**src/pkg/foc_consts.svh**
```systemverilog
/*
  Constants of the flow output channels: register offsets, control
  field positions, reset values, current and frequency set points and
  timing counts. Assumes a 125 MHz clock and a 32-bit APB register bus.
*/
`ifndef FOC_CONSTS_SVH
`define FOC_CONSTS_SVH

// Register byte offsets
`define FOC_ADDR_CTRL     8'h00
`define FOC_ADDR_CUTOFF   8'h04
`define FOC_ADDR_LOOP_LO  8'h08
`define FOC_ADDR_LOOP_HI  8'h0c
`define FOC_ADDR_ALARM_UA 8'h10
`define FOC_ADDR_VPP      8'h14
`define FOC_ADDR_PWIDTH   8'h18
`define FOC_ADDR_FREQ_LO  8'h1c
`define FOC_ADDR_FREQ_HI  8'h20
`define FOC_ADDR_STATUS   8'h24
`define FOC_ADDR_SETPT    8'h28
`define FOC_ADDR_PENDING  8'h2c

// Control register fields
`define FOC_CTRL_CUT_EN    0
`define FOC_CTRL_LOOP_MODE 2:1
`define FOC_CTRL_ALARM_EN  3
`define FOC_CTRL_ALARM_SEL 5:4
`define FOC_CTRL_PULSE_EN  6
`define FOC_CTRL_OUT_FREQ  7
`define FOC_CTRL_ACCT      9:8
`define FOC_CTRL_POL_NEG   10
`define FOC_CTRL_LOGIN     11
`define FOC_CTRL_LOOP_EN   12
`define FOC_CTRL_W         13

// Reset values
`define FOC_CTRL_RST   13'h0000
`define FOC_WORD_RST   32'h0000_0000
`define FOC_PWIDTH_RST 9'h001

// Loop set points in microamperes
`define FOC_UA_4MA  16'h0fa0
`define FOC_UA_20MA 16'h4e20
`define FOC_UA_SPAN 16'h3e80
`define FOC_UA_LOW  16'h0ea6
`define FOC_UA_HIGH 16'h5460

// Frequency points in millihertz
`define FOC_FREQ_2KHZ 21'h1e8480
`define FOC_FREQ_SPAN 21'h1e8098
`define FOC_FREQ_MIN  21'h000064
// Phase step per cycle is f_mhz * 2^32 / 125e9, scaled by 2^20
`define FOC_PHASE_MUL 38'h00_0000_8cbd
`define FOC_PHASE_SH  20

// Pulse limits
`define FOC_PEND_MAX   16'hffff
`define FOC_PWIDTH_MIN 9'h001
`define FOC_PWIDTH_MAX 9'h1f3

// Timing: one millisecond in ns, clock period in ns
`define FOC_MS_TIME_NS 1000000
`define FOC_CLK_NS     8
`define FOC_MS_CYCLES  (`FOC_MS_TIME_NS / `FOC_CLK_NS)

// Divider width
`define FOC_DIV_W 56

`endif

```
**src/pkg/foc_pkg.sv**
```systemverilog
/*
  Types of the flow output channels: mapping, alarm and accounting
  modes and the state codes of both state machines.
  Assumes nothing beyond the constants header.
*/
package foc_pkg;

  typedef enum logic [1:0] {
    FOC_LOOP_NORMAL = 2'h0,
    FOC_LOOP_INVERT = 2'h1,
    FOC_LOOP_MODULO = 2'h2
  } foc_loop_mode_t;

  typedef enum logic [1:0] {
    FOC_ALM_LOW    = 2'h0,
    FOC_ALM_HIGH   = 2'h1,
    FOC_ALM_CUSTOM = 2'h2,
    FOC_ALM_LAST   = 2'h3
  } foc_alarm_sel_t;

  typedef enum logic [1:0] {
    FOC_ACCT_POS = 2'h0,
    FOC_ACCT_NEG = 2'h1,
    FOC_ACCT_MOD = 2'h2
  } foc_acct_t;

  typedef enum logic [2:0] {
    FOC_PS_IDLE = 3'h1,
    FOC_PS_HIGH = 3'h2,
    FOC_PS_GAP  = 3'h4
  } foc_pulse_st_t;

  typedef enum logic [1:0] {
    FOC_DS_IDLE = 2'h1,
    FOC_DS_RUN  = 2'h2
  } foc_div_st_t;

endpackage

```
**src/pkg/foc_div_if.sv**
```systemverilog
/*
  Request and answer bundle between the output logic and a divider.
  Assumes one clock shared by both ends.
*/
`timescale 1ns/100ps
`include "foc_consts.svh"
interface foc_div_if;
  logic                   start;
  logic [`FOC_DIV_W-1:0]  num;
  logic [`FOC_DIV_W-1:0]  den;
  logic                   busy;
  logic                   done;
  logic [`FOC_DIV_W-1:0]  quo;
  modport client (output start, num, den, input busy, done, quo);
  modport server (input start, num, den, output busy, done, quo);
endinterface

```
**src/core/foc_divider.sv**
```systemverilog
/*
  Unsigned restoring divider, one quotient bit per clock.
  Assumes start only while busy is low; divide by zero gives all ones.
*/
`timescale 1ns/100ps
`include "foc_consts.svh"
module foc_divider (
  // Clock and reset
  input  wire logic clk,
  input  wire logic rst_n,
  // Request and answer
  foc_div_if.server div
);
  localparam int W = `FOC_DIV_W;
  foc_pkg::foc_div_st_t st_reg;
  logic [W:0]   rem_reg;
  logic [W-1:0] quo_reg;
  logic [W-1:0] den_reg;
  logic [6:0]   cnt_reg;
  logic         done_reg;
  logic [W:0]   rem_sh;
  logic         fits;

  // One shift and trial subtraction per cycle
  assign rem_sh   = {rem_reg[W-1:0], quo_reg[W-1]};
  assign fits     = rem_sh >= {1'b0, den_reg};
  assign div.busy = st_reg == foc_pkg::FOC_DS_RUN;
  assign div.done = done_reg;
  assign div.quo  = quo_reg;

  // Sequencer
  always_ff @(posedge clk or negedge rst_n) begin
    if (!rst_n) begin
      st_reg   <= foc_pkg::FOC_DS_IDLE;
      rem_reg  <= '0;
      quo_reg  <= '0;
      den_reg  <= '0;
      cnt_reg  <= '0;
      done_reg <= 1'b0;
    end else begin
      done_reg <= 1'b0;
      unique case (st_reg)
        foc_pkg::FOC_DS_IDLE: begin
          if (div.start) begin
            rem_reg <= '0;
            quo_reg <= div.num;
            den_reg <= div.den;
            cnt_reg <= 7'(W);
            st_reg  <= foc_pkg::FOC_DS_RUN;
          end
        end
        foc_pkg::FOC_DS_RUN: begin
          rem_reg <= fits ? rem_sh - {1'b0, den_reg} : rem_sh;
          quo_reg <= {quo_reg[W-2:0], fits};
          cnt_reg <= cnt_reg - 7'h01;
          if (cnt_reg == 7'h01) begin
            done_reg <= 1'b1;
            st_reg   <= foc_pkg::FOC_DS_IDLE;
          end
        end
        default: st_reg <= foc_pkg::FOC_DS_IDLE;
      endcase
    end
  end
endmodule

```
**src/core/foc_top.sv**
```systemverilog
/*
  Flow output channels: low-flow cutoff, loop set point with alarm
  substitution, and pulse or frequency output with pulse accounting.
  Assumes flow samples from logic on the same clock and an APB master.
*/
`timescale 1ns/100ps
`include "foc_consts.svh"
// Operation
// - Cutoff on: small flow results become zero
// - Loop mapping normal, inverted or absolute
// - Two flow points scale 4 and 20 mA
// - Alarm on and status bad: alarm response
// - Low alarm 3.75 mA, high 21.6 mA
// - Custom alarm drives user current value
// - Last-value alarm freezes pre-alarm set point
// - Pending count over maximum sets saturation
// - Saturation clears after login screen return
// - One pulse per volume-per-pulse accumulated
// - Volume per pulse accepts zero too
// - Pulse width 1 to 499 ms
// - Positive mode: reverse flow cancels pulses
// - Negative mode: forward flow cancels pulses
// - Modulo mode: both directions, separate direction
// - Polarity selectable for pulse output
// - At most 500 Hz with 1 ms width
// - Frequency mode: two flow points, 0.1 Hz floor
// - Direction output forward-active, switches with pulse
module foc_top #(
  parameter int unsigned MS_CYCLES = `FOC_MS_CYCLES
) (
  // Clock and reset
  input  wire logic               clk,
  input  wire logic               arst_n,
  // APB slave
  input  wire logic               psel,
  input  wire logic               penable,
  input  wire logic               pwrite,
  input  wire logic [7:0]         paddr,
  input  wire logic [31:0]        pwdata,
  output logic      [31:0]        prdata,
  output logic                    pready,
  output logic                    pslverr,
  // Flow samples and device status
  input  wire logic               flow_valid,
  input  wire logic signed [31:0] flow_value,
  input  wire logic               dev_status_ok,
  // Outputs
  output logic      [15:0]        loop_setpoint_ua,
  output logic                    loop_enable,
  output logic                    pulse_out,
  output logic                    pulse_dir,
  output logic                    pulse_count_saturation_flag
);
  localparam int W = `FOC_DIV_W;

  function automatic logic [31:0] foc_abs(input logic [31:0] v);
    return v[31] ? 32'(-v) : v;
  endfunction

  function automatic logic [33:0] foc_mag(input logic [33:0] v);
    return v[33] ? 34'(-v) : v;
  endfunction

  // Reset release through two flops
  logic [1:0] rst_sync_reg;
  logic       rst_n;
  always_ff @(posedge clk or negedge arst_n) begin
    if (!arst_n) rst_sync_reg <= 2'b00;
    else rst_sync_reg <= {rst_sync_reg[0], 1'b1};
  end
  assign rst_n = rst_sync_reg[1];

  logic [`FOC_CTRL_W-1:0] ctrl_reg;
  logic [31:0] cutoff_reg, loop_lo_reg, loop_hi_reg, freq_lo_reg;
  logic [31:0] freq_hi_reg, vpp_reg;
  logic [15:0] alarm_ua_reg, setpt_reg, scaled_reg, hold_reg, pend_reg;
  logic [8:0]  pwidth_reg;
  logic [31:0] prdata_reg;
  logic        sat_reg, login_seen_reg, dir_reg, pout_reg;

  // Control fields
  wire       output_polarity_select = ctrl_reg[`FOC_CTRL_POL_NEG];
  wire       pulse_en = ctrl_reg[`FOC_CTRL_PULSE_EN];
  wire       out_freq = ctrl_reg[`FOC_CTRL_OUT_FREQ];
  wire       login_on = ctrl_reg[`FOC_CTRL_LOGIN];
  wire [1:0] loop_mode = ctrl_reg[`FOC_CTRL_LOOP_MODE];
  wire [1:0] alarm_sel = ctrl_reg[`FOC_CTRL_ALARM_SEL];
  wire [1:0] acct = ctrl_reg[`FOC_CTRL_ACCT];

  // Address decode
  wire sel_ctrl = paddr == `FOC_ADDR_CTRL;
  wire sel_cut  = paddr == `FOC_ADDR_CUTOFF;
  wire sel_llo  = paddr == `FOC_ADDR_LOOP_LO;
  wire sel_lhi  = paddr == `FOC_ADDR_LOOP_HI;
  wire sel_alm  = paddr == `FOC_ADDR_ALARM_UA;
  wire sel_vpp  = paddr == `FOC_ADDR_VPP;
  wire sel_pw   = paddr == `FOC_ADDR_PWIDTH;
  wire sel_flo  = paddr == `FOC_ADDR_FREQ_LO;
  wire sel_fhi  = paddr == `FOC_ADDR_FREQ_HI;
  wire sel_stat = paddr == `FOC_ADDR_STATUS;
  wire sel_spt  = paddr == `FOC_ADDR_SETPT;
  wire sel_pend = paddr == `FOC_ADDR_PENDING;
  wire hit = sel_ctrl | sel_cut | sel_llo | sel_lhi | sel_alm | sel_vpp
           | sel_pw | sel_flo | sel_fhi | sel_stat | sel_spt | sel_pend;
  wire wr_en = psel & penable & pwrite & hit;
  wire alarm = ctrl_reg[`FOC_CTRL_ALARM_EN] & ~dev_status_ok;
  foc_pkg::foc_pulse_st_t pst_reg;
  wire pulse_act = pst_reg == foc_pkg::FOC_PS_HIGH;
  // Width clamped at write, so zero or over-range never reaches timing
  wire [8:0] pw_in = pwdata[8:0] < `FOC_PWIDTH_MIN ? `FOC_PWIDTH_MIN
                   : pwdata[8:0] > `FOC_PWIDTH_MAX ||
                     pwdata[31:9] != 23'h0 ? `FOC_PWIDTH_MAX
                   : pwdata[8:0];

  // Read mux; zero wait states, unmapped address answers with error
  wire [31:0] rd_data =
      sel_ctrl ? 32'(ctrl_reg) : sel_cut ? cutoff_reg
    : sel_llo ? loop_lo_reg : sel_lhi ? loop_hi_reg
    : sel_alm ? 32'(alarm_ua_reg) : sel_vpp ? vpp_reg
    : sel_pw ? 32'(pwidth_reg) : sel_flo ? freq_lo_reg
    : sel_fhi ? freq_hi_reg
    : sel_stat ? {28'h0, alarm, dir_reg, pulse_act, sat_reg}
    : sel_spt ? 32'(setpt_reg) : sel_pend ? 32'(pend_reg)
    : `FOC_WORD_RST;
  assign pready  = 1'b1;
  assign pslverr = psel & penable & ~hit;
  assign prdata  = prdata_reg;

  // Register writes; read data captured in the setup cycle
  always_ff @(posedge clk or negedge rst_n) begin
    if (!rst_n) begin
      ctrl_reg <= `FOC_CTRL_RST;
      {cutoff_reg, loop_lo_reg, loop_hi_reg} <= {3{`FOC_WORD_RST}};
      {freq_lo_reg, freq_hi_reg, vpp_reg} <= {3{`FOC_WORD_RST}};
      alarm_ua_reg <= `FOC_UA_4MA;
      pwidth_reg   <= `FOC_PWIDTH_RST;
      prdata_reg   <= `FOC_WORD_RST;
    end else begin
      if (psel & ~penable & ~pwrite) prdata_reg <= rd_data;
      if (wr_en & sel_ctrl) ctrl_reg <= pwdata[`FOC_CTRL_W-1:0];
      if (wr_en & sel_cut) cutoff_reg <= pwdata;
      if (wr_en & sel_llo) loop_lo_reg <= pwdata;
      if (wr_en & sel_lhi) loop_hi_reg <= pwdata;
      if (wr_en & sel_alm) alarm_ua_reg <= pwdata[15:0];
      if (wr_en & sel_vpp) vpp_reg <= pwdata;
      if (wr_en & sel_pw) pwidth_reg <= pw_in;
      if (wr_en & sel_flo) freq_lo_reg <= pwdata;
      if (wr_en & sel_fhi) freq_hi_reg <= pwdata;
    end
  end

  // Cutoff stage: compares magnitude, so reverse noise is cut too
  logic [31:0] flow_reg;
  logic        tick_reg;
  wire cut = ctrl_reg[`FOC_CTRL_CUT_EN] &&
             foc_abs(flow_value) < cutoff_reg;
  always_ff @(posedge clk or negedge rst_n) begin
    if (!rst_n) begin
      flow_reg <= `FOC_WORD_RST;
      tick_reg <= 1'b0;
    end else begin
      tick_reg <= flow_valid;
      if (flow_valid) flow_reg <= cut ? `FOC_WORD_RST : flow_value;
    end
  end

  // Loop mapping and scaling request
  foc_div_if ldiv ();
  foc_div_if fdiv ();
  foc_divider u_ldiv (.clk(clk), .rst_n(rst_n), .div(ldiv.server));
  foc_divider u_fdiv (.clk(clk), .rst_n(rst_n), .div(fdiv.server));
  wire [33:0] flow34 = {{2{flow_reg[31]}}, flow_reg};
  wire [33:0] loop_x =
      loop_mode == foc_pkg::FOC_LOOP_INVERT ? 34'(-flow34)
    : loop_mode == foc_pkg::FOC_LOOP_MODULO ? {2'b00, foc_abs(flow_reg)}
    : flow34;
  wire [33:0] llo34 = {{2{loop_lo_reg[31]}}, loop_lo_reg};
  wire [33:0] ldiff = loop_x - llo34;
  wire [33:0] lspan = {{2{loop_hi_reg[31]}}, loop_hi_reg} - llo34;
  assign ldiv.start = tick_reg & ~ldiv.busy;
  assign ldiv.num = W'(foc_mag(ldiff)) * W'(`FOC_UA_SPAN);
  assign ldiv.den = W'(foc_mag(lspan));

  // Frequency request from the two frequency flow points
  wire [33:0] flo34 = {{2{freq_lo_reg[31]}}, freq_lo_reg};
  wire [33:0] fdiff = flow34 - flo34;
  wire [33:0] fspan = {{2{freq_hi_reg[31]}}, freq_hi_reg} - flo34;
  assign fdiv.start = tick_reg & ~fdiv.busy;
  assign fdiv.num = W'(foc_mag(fdiff)) * W'(`FOC_FREQ_SPAN);
  assign fdiv.den = W'(foc_mag(fspan));

  // Result shaping; sign latched with each request
  logic lneg_reg, fneg_reg;
  logic [20:0] fmhz_reg;
  wire [15:0] lval = lneg_reg && ldiv.quo != '0 ? `FOC_UA_4MA
                   : ldiv.quo >= W'(`FOC_UA_SPAN) ? `FOC_UA_20MA
                   : `FOC_UA_4MA + ldiv.quo[15:0];
  wire [20:0] fval = fneg_reg ? `FOC_FREQ_2KHZ
    : fdiv.quo > W'(`FOC_FREQ_2KHZ - `FOC_FREQ_MIN) ? `FOC_FREQ_MIN
    : `FOC_FREQ_2KHZ - fdiv.quo[20:0];
  wire [15:0] spt_next =
      !alarm ? scaled_reg
    : alarm_sel == foc_pkg::FOC_ALM_LOW ? `FOC_UA_LOW
    : alarm_sel == foc_pkg::FOC_ALM_HIGH ? `FOC_UA_HIGH
    : alarm_sel == foc_pkg::FOC_ALM_CUSTOM ? alarm_ua_reg
    : hold_reg;
  always_ff @(posedge clk or negedge rst_n) begin
    if (!rst_n) begin
      {lneg_reg, fneg_reg} <= 2'b00;
      {scaled_reg, hold_reg, setpt_reg} <= {3{`FOC_UA_4MA}};
      fmhz_reg <= `FOC_FREQ_MIN;
    end else begin
      if (ldiv.start) lneg_reg <= ldiff[33] ^ lspan[33];
      if (fdiv.start) fneg_reg <= fdiff[33] ^ fspan[33];
      if (ldiv.done) scaled_reg <= lval;
      if (fdiv.done) fmhz_reg <= fval;
      if (!alarm) hold_reg <= scaled_reg;
      setpt_reg <= spt_next;
    end
  end
  assign loop_setpoint_ua = setpt_reg;
  assign loop_enable = ctrl_reg[`FOC_CTRL_LOOP_EN];

  // Phase accumulator for the frequency output
  logic [16:0] finc_reg;
  logic [31:0] phase_reg;
  wire [37:0] fprod = 38'(fmhz_reg) * `FOC_PHASE_MUL;
  always_ff @(posedge clk or negedge rst_n) begin
    if (!rst_n) begin
      finc_reg  <= '0;
      phase_reg <= '0;
    end else begin
      finc_reg  <= fprod[`FOC_PHASE_SH+16:`FOC_PHASE_SH];
      phase_reg <= pulse_en & out_freq ? phase_reg + 32'(finc_reg) : '0;
    end
  end

  // Volume accounting; acc keeps the remainder between samples
  logic [39:0] acc_reg;
  wire pulse_mode = pulse_en & ~out_freq;
  wire [39:0] flow40 = {{8{flow_reg[31]}}, flow_reg};
  wire [39:0] vpp40  = {8'h00, vpp_reg};
  wire [39:0] contrib =
      acct == foc_pkg::FOC_ACCT_NEG ? 40'(-flow40)
    : acct == foc_pkg::FOC_ACCT_MOD ? {8'h00, foc_abs(flow_reg)}
    : flow40;
  wire has_q  = vpp_reg != `FOC_WORD_RST;
  wire can_up = has_q && $signed(acc_reg) >= $signed(vpp40);
  wire can_dn = has_q && acct != foc_pkg::FOC_ACCT_MOD &&
                $signed(acc_reg) <= $signed(40'(-vpp40));
  wire pend_full = pend_reg == `FOC_PEND_MAX;
  wire start_p = pst_reg == foc_pkg::FOC_PS_IDLE && pulse_mode &&
                 pend_reg != '0;
  wire up  = ~tick_reg & can_up & ~pend_full;
  wire dn  = ~tick_reg & ~can_up & can_dn & ~start_p &&
             pend_reg != '0;
  wire sat_set = ~tick_reg & can_up & pend_full;
  wire [39:0] acc_next = tick_reg ? acc_reg + contrib
                       : up ? acc_reg - vpp40
                       : dn ? acc_reg + vpp40 : acc_reg;
  always_ff @(posedge clk or negedge rst_n) begin
    if (!rst_n) begin
      acc_reg  <= '0;
      pend_reg <= '0;
    end else if (!pulse_mode) begin
      acc_reg  <= '0;
      pend_reg <= '0;
    end else begin
      acc_reg  <= acc_next;
      pend_reg <= pend_reg + 16'(up) - 16'(dn | start_p);
    end
  end

  // Saturation flag; a new event wins over the screen-return clear
  always_ff @(posedge clk or negedge rst_n) begin
    if (!rst_n) begin
      sat_reg        <= 1'b0;
      login_seen_reg <= 1'b0;
    end else begin
      login_seen_reg <= sat_reg & login_on;
      if (sat_set) sat_reg <= 1'b1;
      else if (login_seen_reg & ~login_on) sat_reg <= 1'b0;
    end
  end
  assign pulse_count_saturation_flag = sat_reg;

  // Millisecond enable, restarted at each pulse start
  logic [16:0] ms_cnt_reg;
  logic [8:0]  w_cnt_reg;
  wire ms_tick = ms_cnt_reg == 17'(MS_CYCLES - 1);
  always_ff @(posedge clk or negedge rst_n) begin
    if (!rst_n) ms_cnt_reg <= '0;
    else if (pst_reg == foc_pkg::FOC_PS_IDLE || ms_tick) ms_cnt_reg <= '0;
    else ms_cnt_reg <= ms_cnt_reg + 17'h00001;
  end

  // Pulse timing: width then a 1 ms gap caps the rate at 500 Hz
  always_ff @(posedge clk or negedge rst_n) begin
    if (!rst_n) begin
      pst_reg   <= foc_pkg::FOC_PS_IDLE;
      w_cnt_reg <= '0;
      dir_reg   <= 1'b1;
    end else begin
      unique case (pst_reg)
        foc_pkg::FOC_PS_IDLE: begin
          w_cnt_reg <= '0;
          if (start_p) begin
            pst_reg <= foc_pkg::FOC_PS_HIGH;
            dir_reg <= ~flow_reg[31];
          end
        end
        foc_pkg::FOC_PS_HIGH: begin
          if (ms_tick) w_cnt_reg <= w_cnt_reg + 9'h001;
          if (ms_tick && w_cnt_reg + 9'h001 == pwidth_reg) begin
            pst_reg <= foc_pkg::FOC_PS_GAP;
          end
        end
        foc_pkg::FOC_PS_GAP: begin
          if (ms_tick) pst_reg <= foc_pkg::FOC_PS_IDLE;
        end
        default: pst_reg <= foc_pkg::FOC_PS_IDLE;
      endcase
    end
  end

  // Output stage with polarity
  wire out_act = out_freq ? pulse_en & phase_reg[31] : pulse_act;
  always_ff @(posedge clk or negedge rst_n) begin
    if (!rst_n) pout_reg <= 1'b0;
    else pout_reg <= out_act ^ output_polarity_select;
  end
  assign pulse_out = pout_reg;
  assign pulse_dir = dir_reg;
endmodule

```
**config.mk**
```make
export PLATFORM = sky130hd
export DESIGN_NAME = foc_top
export DESIGN_NICKNAME = d
export VERILOG_FILES = /design/src/pkg/foc_pkg.sv /design/src/pkg/foc_div_if.sv /design/src/core/foc_divider.sv /design/src/core/foc_top.sv
export VERILOG_INCLUDE_DIRS = /design/src /design/src/pkg
export SDC_FILE = /design/constraint.sdc
export NUM_CORES = 2
export LEC_CHECK = 0
export CORE_MARGIN = 3
export CORE_UTILIZATION = 67
export DETAILED_ROUTE_END_ITERATION = 16
export DONT_BUFFER_PORTS = 1
export PLACE_DENSITY = 0.83
export SLEW_MARGIN = 10
export SYNTH_ARGS = -nofsm -noshare
export SYNTH_HDL_FRONTEND = slang
export SYNTH_HIERARCHICAL = 1
export SYNTH_SLANG_ARGS = --single-unit
```
**constraint.sdc**
```tcl
create_clock -name clk -period 29.3 [get_ports clk]
set_clock_uncertainty 0.15 [all_clocks]
set_input_delay 4.395 -clock clk [delete_from_list [all_inputs] [get_ports clk]]
set_output_delay 4.395 -clock clk [all_outputs]
set_load 0.1 [all_outputs]
```
## After elaboration in Yosys (flattened, before gate mapping)

Index checks and enable logic that the tools add are counted.

- $add $sub $neg: 27
- Multipliers: 3
- Order comparisons: 9
- Equality and inequality tests: 39
- Mux-type cells: 73
- Bitwise operators: 57
- Reduce and logical (&&, ||, !) cells: 30

Operator list:

| operator | count |
|---|---|
| $pmux W56 S2 | 4 |
| $mux W32 | 13 |
| $mux W56 | 6 |
| $mux W40 | 6 |
| $mux W34 | 6 |
| $neg A34 Y34 | 5 |
| $mux W16 | 10 |
| $ge A57 B34 Y1 | 2 |
| $sub A56 B34 Y56 | 2 |
| $sub A32 B32 Y33 | 3 |
| $neg A32 Y32 | 2 |
| $ge A56 B14 Y1 const B | 1 |
| $gt A56 B21 Y1 const B | 1 |
| $reduce_bool A56 Y1 | 1 |
| $mul A34 B18 Y52 const B | 1 |
| $mux W21 | 2 |
| $mul A34 B7 Y41 const B | 1 |
| $add A40 B32 Y40 | 1 |
| $add A40 B40 Y40 | 1 |
| $ge A40 B33 Y1 | 1 |
| $le A40 B40 Y1 | 1 |
| $neg A32 Y40 | 1 |
| $neg A40 Y40 | 1 |
| $sub A40 B32 Y40 | 1 |
| 53 further kinds | 165 |

- Register bits after elaboration: 818

## Logic depth before layout (Yosys ltp)

- Depth in word-level cells: 14
- Gate-level depth with buffers: 46
- Gate-level depth less buffers: 44

## By module

Netlist, hierarchy kept.

By module, submodules not included:

| module | instances | cells an instance | area each (um^2) |
|---|---|---|---|
| foc_top | 1 | 7038 | 61358.8 |
| foc_divider (u_fdiv) | 1 | 1344 | 11187.0 |
| foc_divider (u_ldiv) | 1 | 1278 | 10839.1 |

## Least setup slack after synthesis

No wires, ideal clock.

- Path kind: register -> register
- Start point: reg flow_reg[2]
- End point: reg u_ldiv.quo_reg[46] (netlist: u_ldiv/div.quo[46])
- Library setup time: 0.124 ns
- Data arrival time: 10.624 ns
- Data required time: 29.026 ns
- Slack: 18.402 ns
- Stages on the path, launching flop included: 44
- Path buffers: 3
- Clock period less this slack: 10.898 ns
- Cell sequence: dfrtp_1 > clkbuf_1 > or3_1 > nor3b_1 > nand3_1 > or2_2 > nor3_1 > nand2_1 > or3_1 > or3_1 > nand2_1 > xnor2_1 > ha_1 > a22o_1 > nor3_1 > and3_1 > o31ai_1 > xor2_1 > [8 not listed] > fa_1 > inv_1 > ha_1 > o21a_1 > o21ai_0 > inv_1 > a211oi_1 > o21ai_0 > a211o_1 > a21oi_1 > o31a_1 > o21ai_0 > and4_1 > a2111oi_0 > a21oi_1 > xor2_1 > a22oi_1 > nand2_1

- Longest elaborated chain between the ends: 10
- Elaborated cells between the ends (all ways): 11
- Those cells by class: add/sub: 4; mul: 1; mux: 6

Ends and longest elaborated chain:

| item | RTL line | text |
|---|---|---|
| from (decl) | foc_top.sv:153 | `logic [31:0] flow_reg;` |
| from (signal assigned) | foc_top.sv:159 | `` flow_reg <= `FOC_WORD_RST; `` |
| from (signal assigned) | foc_top.sv:163 | `` if (flow_valid) flow_reg <= cut ? `FOC_WORD_RST : flow_value; `` |
| $neg A32 Y32 | foc_top.sv:57 | `return v[31] ? 32'(-v) : v;` |
| $mux W32 | foc_top.sv:57 |  |
| $mux W34 | foc_top.sv:175 | `: loop_mode == foc_pkg::FOC_LOOP_MODULO ? {2'b00, foc_abs(flow_reg)}` |
| $mux W34 * | foc_top.sv:174 | `loop_mode == foc_pkg::FOC_LOOP_INVERT ? 34'(-flow34)` |
| $sub A34 B34 Y34 * | foc_top.sv:178 | `wire [33:0] ldiff = loop_x - llo34;` |
| $neg A34 Y34 | foc_top.sv:61 | `return v[33] ? 34'(-v) : v;` |
| $mux W34 * | foc_top.sv:61 |  |
| $mul A34 B7 Y41 * | foc_top.sv:181 | `` assign ldiv.num = W'(foc_mag(ldiff)) * W'(`FOC_UA_SPAN); `` |
| via ldiv.num[46] | foc_div_if.sv:9 | `` logic [`FOC_DIV_W-1:0] num; `` |
| $mux W56 * | foc_divider.sv:44 | `if (div.start) begin` |
| $pmux W56 S2 * | foc_divider.sv:42 | `unique case (st_reg)` |
| to (signal assigned) | foc_divider.sv:46 | `quo_reg <= div.num;` |
| to (signal assigned) | foc_divider.sv:54 | `quo_reg <= {quo_reg[W-2:0], fits};` |
| to (decl) | foc_divider.sv:17 | `logic [W-1:0] quo_reg;` |

The timed path passes the listed nets; every way through them passes the cells marked *. The select of a mux whose other input is x is not followed.
A chain may end at the register's enable or synchronous reset.

## Final worst setup path

- Start point: reg flow_reg[0]
- End point: reg u_ldiv.quo_reg[46] (netlist: u_ldiv/div.quo[46])

The elaborated chain is that of the path after synthesis.

==> results_tabular.tex <==
\begin{tabular}{lr}
\hline
Metric & Value \\
\hline
\multicolumn{2}{l}{\textbf{Detailed routing}} \\
Total number of vias & 73070 \\
Routed vias/inst & 6.477 \\
Number of iterations in the first detailed-routing pass & 9 \\
Routed len/inst & 23.24 µm \\
DRC errors left & 0 \\
Aggregate routed wire length & 262.2 mm \\
DRC violation total after the first TritonRoute iteration & 7894 \\
Count of antenna-violating nets left after detailed routing & 0 \\
\multicolumn{2}{l}{\textbf{Critical path}} \\
Reg2reg setup slack & 17.28 ns \\
Slowest cell on the critical path & sky130\_fd\_sc\_hd\_\_a2111oi\_0 \\
Startpoint kind of the worst setup timing path & register \\
Sort of element at the end of the critical path & register \\
Setup Crit Path Kind & register to register \\
Worst Path Required & 29.77 ns \\
WP buf/inv & 5 \\
Delay-heaviest family, CP & compound AO/OA/AOI/OAI gates \\
CP Data Arrival Time & 12.49 ns \\
Crit path largest cell delay & 0.67 ns \\
Top fanout value on the critical path & 21 \\
\multicolumn{2}{l}{\textbf{Synthesis}} \\
Number of library cell types mapped by synthesis & 116 \\
Share of synthesized cell area in full adder, half adder and majority cells & 0.2375 \\
Yosys warnings & 6 \\
Seq/Total Area, Yosys & 0.2592 \\
Main combinational cell family by area after synthesis & adder cells \\
Average cell area after synthesis & 8.632 µm² \\
Number of synthesized flops with an enable pin & 0 \\
Portion of netlist area occupied by mux cells & 0.02182 \\
Share of the synthesized area in compound gates (AO/OA/AOI/OAI) & 0.1887 \\
Combined area of all synthesized cells & 83380 µm² \\
Commonest cells in the netlist & 1093 x sky130\_fd\_sc\_hd\_\_nand2\_1, 1015 x sky130\_fd\_sc\_hd\_\_inv\_1, 915 x sky130\_fd\_sc\_hd\_\_ha\_1, 830 x sky130\_fd\_sc\_hd\_\_dfrtp\_1, 672 x sky130\_fd\_sc\_hd\_\_o21ai\_0 \\
Area fraction in and, or, nand and nor cells after synthesis & 0.1489 \\
Largest cells by area after synthesis & sky130\_fd\_sc\_hd\_\_dfrtp\_1 25\%, sky130\_fd\_sc\_hd\_\_ha\_1 14\%, sky130\_fd\_sc\_hd\_\_fa\_1 10\% \\
Dominant cell by count in the synthesized netlist & sky130\_fd\_sc\_hd\_\_nand2\_1 \\
Area share of the largest cell type after synthesis & 0.2491 \\
Fraction of synthesized cell area in xor and xnor cells & 0.07966 \\
Fraction of registers with async set or reset after synthesis & 1.000 \\
\#FFs+latches synth & 862 \\
Synth Flop Type & sky130\_fd\_sc\_hd\_\_dfrtp\_1 \\
Largest area contributor in the netlist & sky130\_fd\_sc\_hd\_\_dfrtp\_1 \\
Post-synthesis cell count & 9660 \\
\multicolumn{2}{l}{\textbf{Global routing}} \\
Largest net degree at the start of global routing & 189 \\
Number of antenna violations at the first check in global routing & 17 \\
Global routing usage summed across all routing layers & 0.4042 \\
Via count of the first global-routing pass & 71070 \\
Overflow after GRT & 0 \\
First-pass GRT wire length & 405.1 mm \\
\multicolumn{2}{l}{\textbf{CTS}} \\
Clock sink count & 862 \\
Post-CTS Setup Bufs & 0 \\
CTS tree & built \\
Root buffer cell & sky130\_fd\_sc\_hd\_\_clkbuf\_16 \\
Clk Latency, worst-skew pair & 0.74 ns \\
Number of buffers created by CTS & 99 \\
Total number of H-tree levels & 3 \\
Resized cells post-CTS & 0 \\
Count of hold-fix buffers inserted at cts & 0 \\
Clock-pin slew of the registers on the worst-case setup and hold paths & 0.06 ns \\
Maximum clock path buffer count & 3 \\
\multicolumn{2}{l}{\textbf{Cells and area}} \\
Layout Cells excl Fill & 11280 \\
Final Net Count & 10950 \\
Final core area utilization & 0.7235 \\
Share of post-route cells with drive strength above 1 & 0.05509 \\
Relative area change from synthesis to final layout & 6.440\% \\
\multicolumn{2}{l}{\textbf{Floorplanning}} \\
Die height & 358.8 µm \\
Floorplan row count & 128 \\
Core area & 122700 µm² \\
Number of top-level design ports & 133 \\
Area enclosed by the die boundary & 128700 µm² \\
Width of the die & 358.8 µm \\
Starting Density & 0.6797 \\
\multicolumn{2}{l}{\textbf{Pwr}} \\
Leak Pwr & 0.04359 µW \\
Maximum VDD drop & 0.0004702 V \\
Power density relative to cell area & 107.0 nW/µm² \\
\multicolumn{2}{l}{\textbf{Run}} \\
Maximum capacitance violations & 0 \\
\multicolumn{2}{l}{\textbf{Timing}} \\
Final count of hold timing violations & 0 \\
Crit share post-route & 0.4101 \\
Final-report setup violation count & 0 \\
Setup TNS Final & 0 ns \\
Transition at the pin with the smallest max-transition slack & 1.310 ns \\
Slew headroom & 0.1256 \\
Max Clk Rate & 83.22 MHz \\
Setup repair after global routing missed its margin & no \\
Worst path setup slack after routing & 17.28 ns \\
Number of pins exceeding their max-slew limit in the final report & 0 \\
Final critical delay including setup and external delays & 12.02 ns \\
Smallest hold slack & 0.2097 ns \\
\multicolumn{2}{l}{\textbf{Placement}} \\
\# placed instances & 11060 \\
Final weighted congestion in routability-driven placement & 1.043 \\
IO buf count & 0 \\
HPWL after detailed placement & 204.4 mm \\
Pre-CTS WS & 17.55 ns \\
\multicolumn{2}{l}{\textbf{Status}} \\
Result of the run & complete, no violations \\
\multicolumn{2}{l}{\textbf{Worst hold path}} \\
Type of the most critical hold path & register to register \\
\hline
\end{tabular}
==> through the flow <==
step	power [µW]	area (µm²)
after floorplan	6584	83660
after global placement	7710	84920
after detailed placement	7924	84920
after CTS	9469	88660
after global routing	10400	88670
final	9495	88760
==> area by class of cell <==
type                            count  area, µm²
Clock inverter                     48      838.3
Antenna cell                       37      92.59
Inverter                         1021       3835
Timing Repair Buffer               82      628.1
Sequential cell                   862      21620
Tap cell                         1625       2033
Fill cell                        9326      33920
Clock buffer                      137       2903
Multi-Input combinational cell   7470      56810
==> worst register-to-register path: cells and delay by family (launching register included) <==
family | cells | cell delay (ns)
compound gates | 14 | 3.73
simple gates | 12 | 2.95
fa+ha+maj | 7 | 2.93
xor+xnor | 4 | 1.11
buf+inv | 5 | 0.63
flops | 1 | 0.44
==> cell usage in the layout, fill, tap and decap left out, types with 24 or more instances in the layout <==
cell | netlist | layout
sky130_fd_sc_hd__nand2_1 | 1093 | 1093
sky130_fd_sc_hd__inv_1 | 1015 | 1014
sky130_fd_sc_hd__ha_1 | 915 | 915
sky130_fd_sc_hd__dfrtp_1 | 830 | 828
sky130_fd_sc_hd__o21ai_0 | 672 | 672
sky130_fd_sc_hd__nor2_1 | 616 | 605
sky130_fd_sc_hd__a21oi_1 | 561 | 561
sky130_fd_sc_hd__xnor2_1 | 484 | 484
sky130_fd_sc_hd__fa_1 | 416 | 416
sky130_fd_sc_hd__xor2_1 | 257 | 257
sky130_fd_sc_hd__a21o_1 | 211 | 211
sky130_fd_sc_hd__nand3_1 | 186 | 186
sky130_fd_sc_hd__a22oi_1 | 171 | 171
sky130_fd_sc_hd__nor3_1 | 163 | 157
sky130_fd_sc_hd__nand4_1 | 104 | 104
sky130_fd_sc_hd__mux2_2 | 102 | 102
sky130_fd_sc_hd__clkbuf_16 | 0 | 101
sky130_fd_sc_hd__a31oi_1 | 86 | 85
sky130_fd_sc_hd__and3_1 | 83 | 83
sky130_fd_sc_hd__buf_4 | 1 | 81
sky130_fd_sc_hd__nor2b_1 | 77 | 77
sky130_fd_sc_hd__o211ai_1 | 76 | 76
sky130_fd_sc_hd__o21a_1 | 75 | 75
sky130_fd_sc_hd__conb_1 | 2 | 74
sky130_fd_sc_hd__nor4_1 | 69 | 68
sky130_fd_sc_hd__nand2b_1 | 69 | 67
sky130_fd_sc_hd__mux2i_1 | 67 | 67
sky130_fd_sc_hd__o31ai_1 | 64 | 64
sky130_fd_sc_hd__o21bai_1 | 64 | 64
sky130_fd_sc_hd__a22o_1 | 62 | 62
sky130_fd_sc_hd__or3_1 | 52 | 52
sky130_fd_sc_hd__a211oi_1 | 42 | 42
sky130_fd_sc_hd__or2_2 | 40 | 41
sky130_fd_sc_hd__diode_2 | 0 | 37
sky130_fd_sc_hd__and2_1 | 33 | 33
sky130_fd_sc_hd__dfstp_2 | 32 | 32
sky130_fd_sc_hd__o21ai_1 | 29 | 29
sky130_fd_sc_hd__a221oi_1 | 26 | 26
sky130_fd_sc_hd__nand3b_1 | 24 | 24
sky130_fd_sc_hd__clkbuf_8 | 0 | 24
==> path summary, 6_finish.rpt <==
check,start,end,depth (start not counted)
max,flow_reg[0],u_ldiv/div.quo[46],42
min,rst_sync_reg[0],rst_sync_reg[1],0
max reg2reg,flow_reg[0],u_ldiv/div.quo[46],42
min reg2reg,rst_sync_reg[0],rst_sync_reg[1],0
max in group asynchronous,rst_sync_reg[1],u_ldiv/rem_reg[40],4
min in group asynchronous,rst_sync_reg[1],u_fdiv/div.quo[31],0
==> routing by layer <==
| layer | GRT usage | share of wire |
|---|---|---|
| met1 | 0.5218 | 0.39 |
| met4 | 0.2119 | 0.061 |
| met5 | 0 | 0.00091 |
| met2 | 0.6037 | 0.43 |
| met3 | 0.1346 | 0.12 |
==> power breakdown <==
part           switching [µW]  internal [µW]
Clock                     558            856
Sequential               60.2           1200
Combinational            3860           2960
==> logic make-up (layout without fill, tap and decap cells) <==
kind of cell | after synthesis | after routing
AOI/OAI and AO/OA | 2444 | 2444
xor gates and xnor gates | 749 | 749
adders and majority gates | 1334 | 1334
buffers and inverters | 1400 | 1288
DFF | 862 | 862
muxes | 169 | 169
other | 2 | 111
and+or+nand+nor | 2700 | 2700
Power figures use the tool's default switching activity.
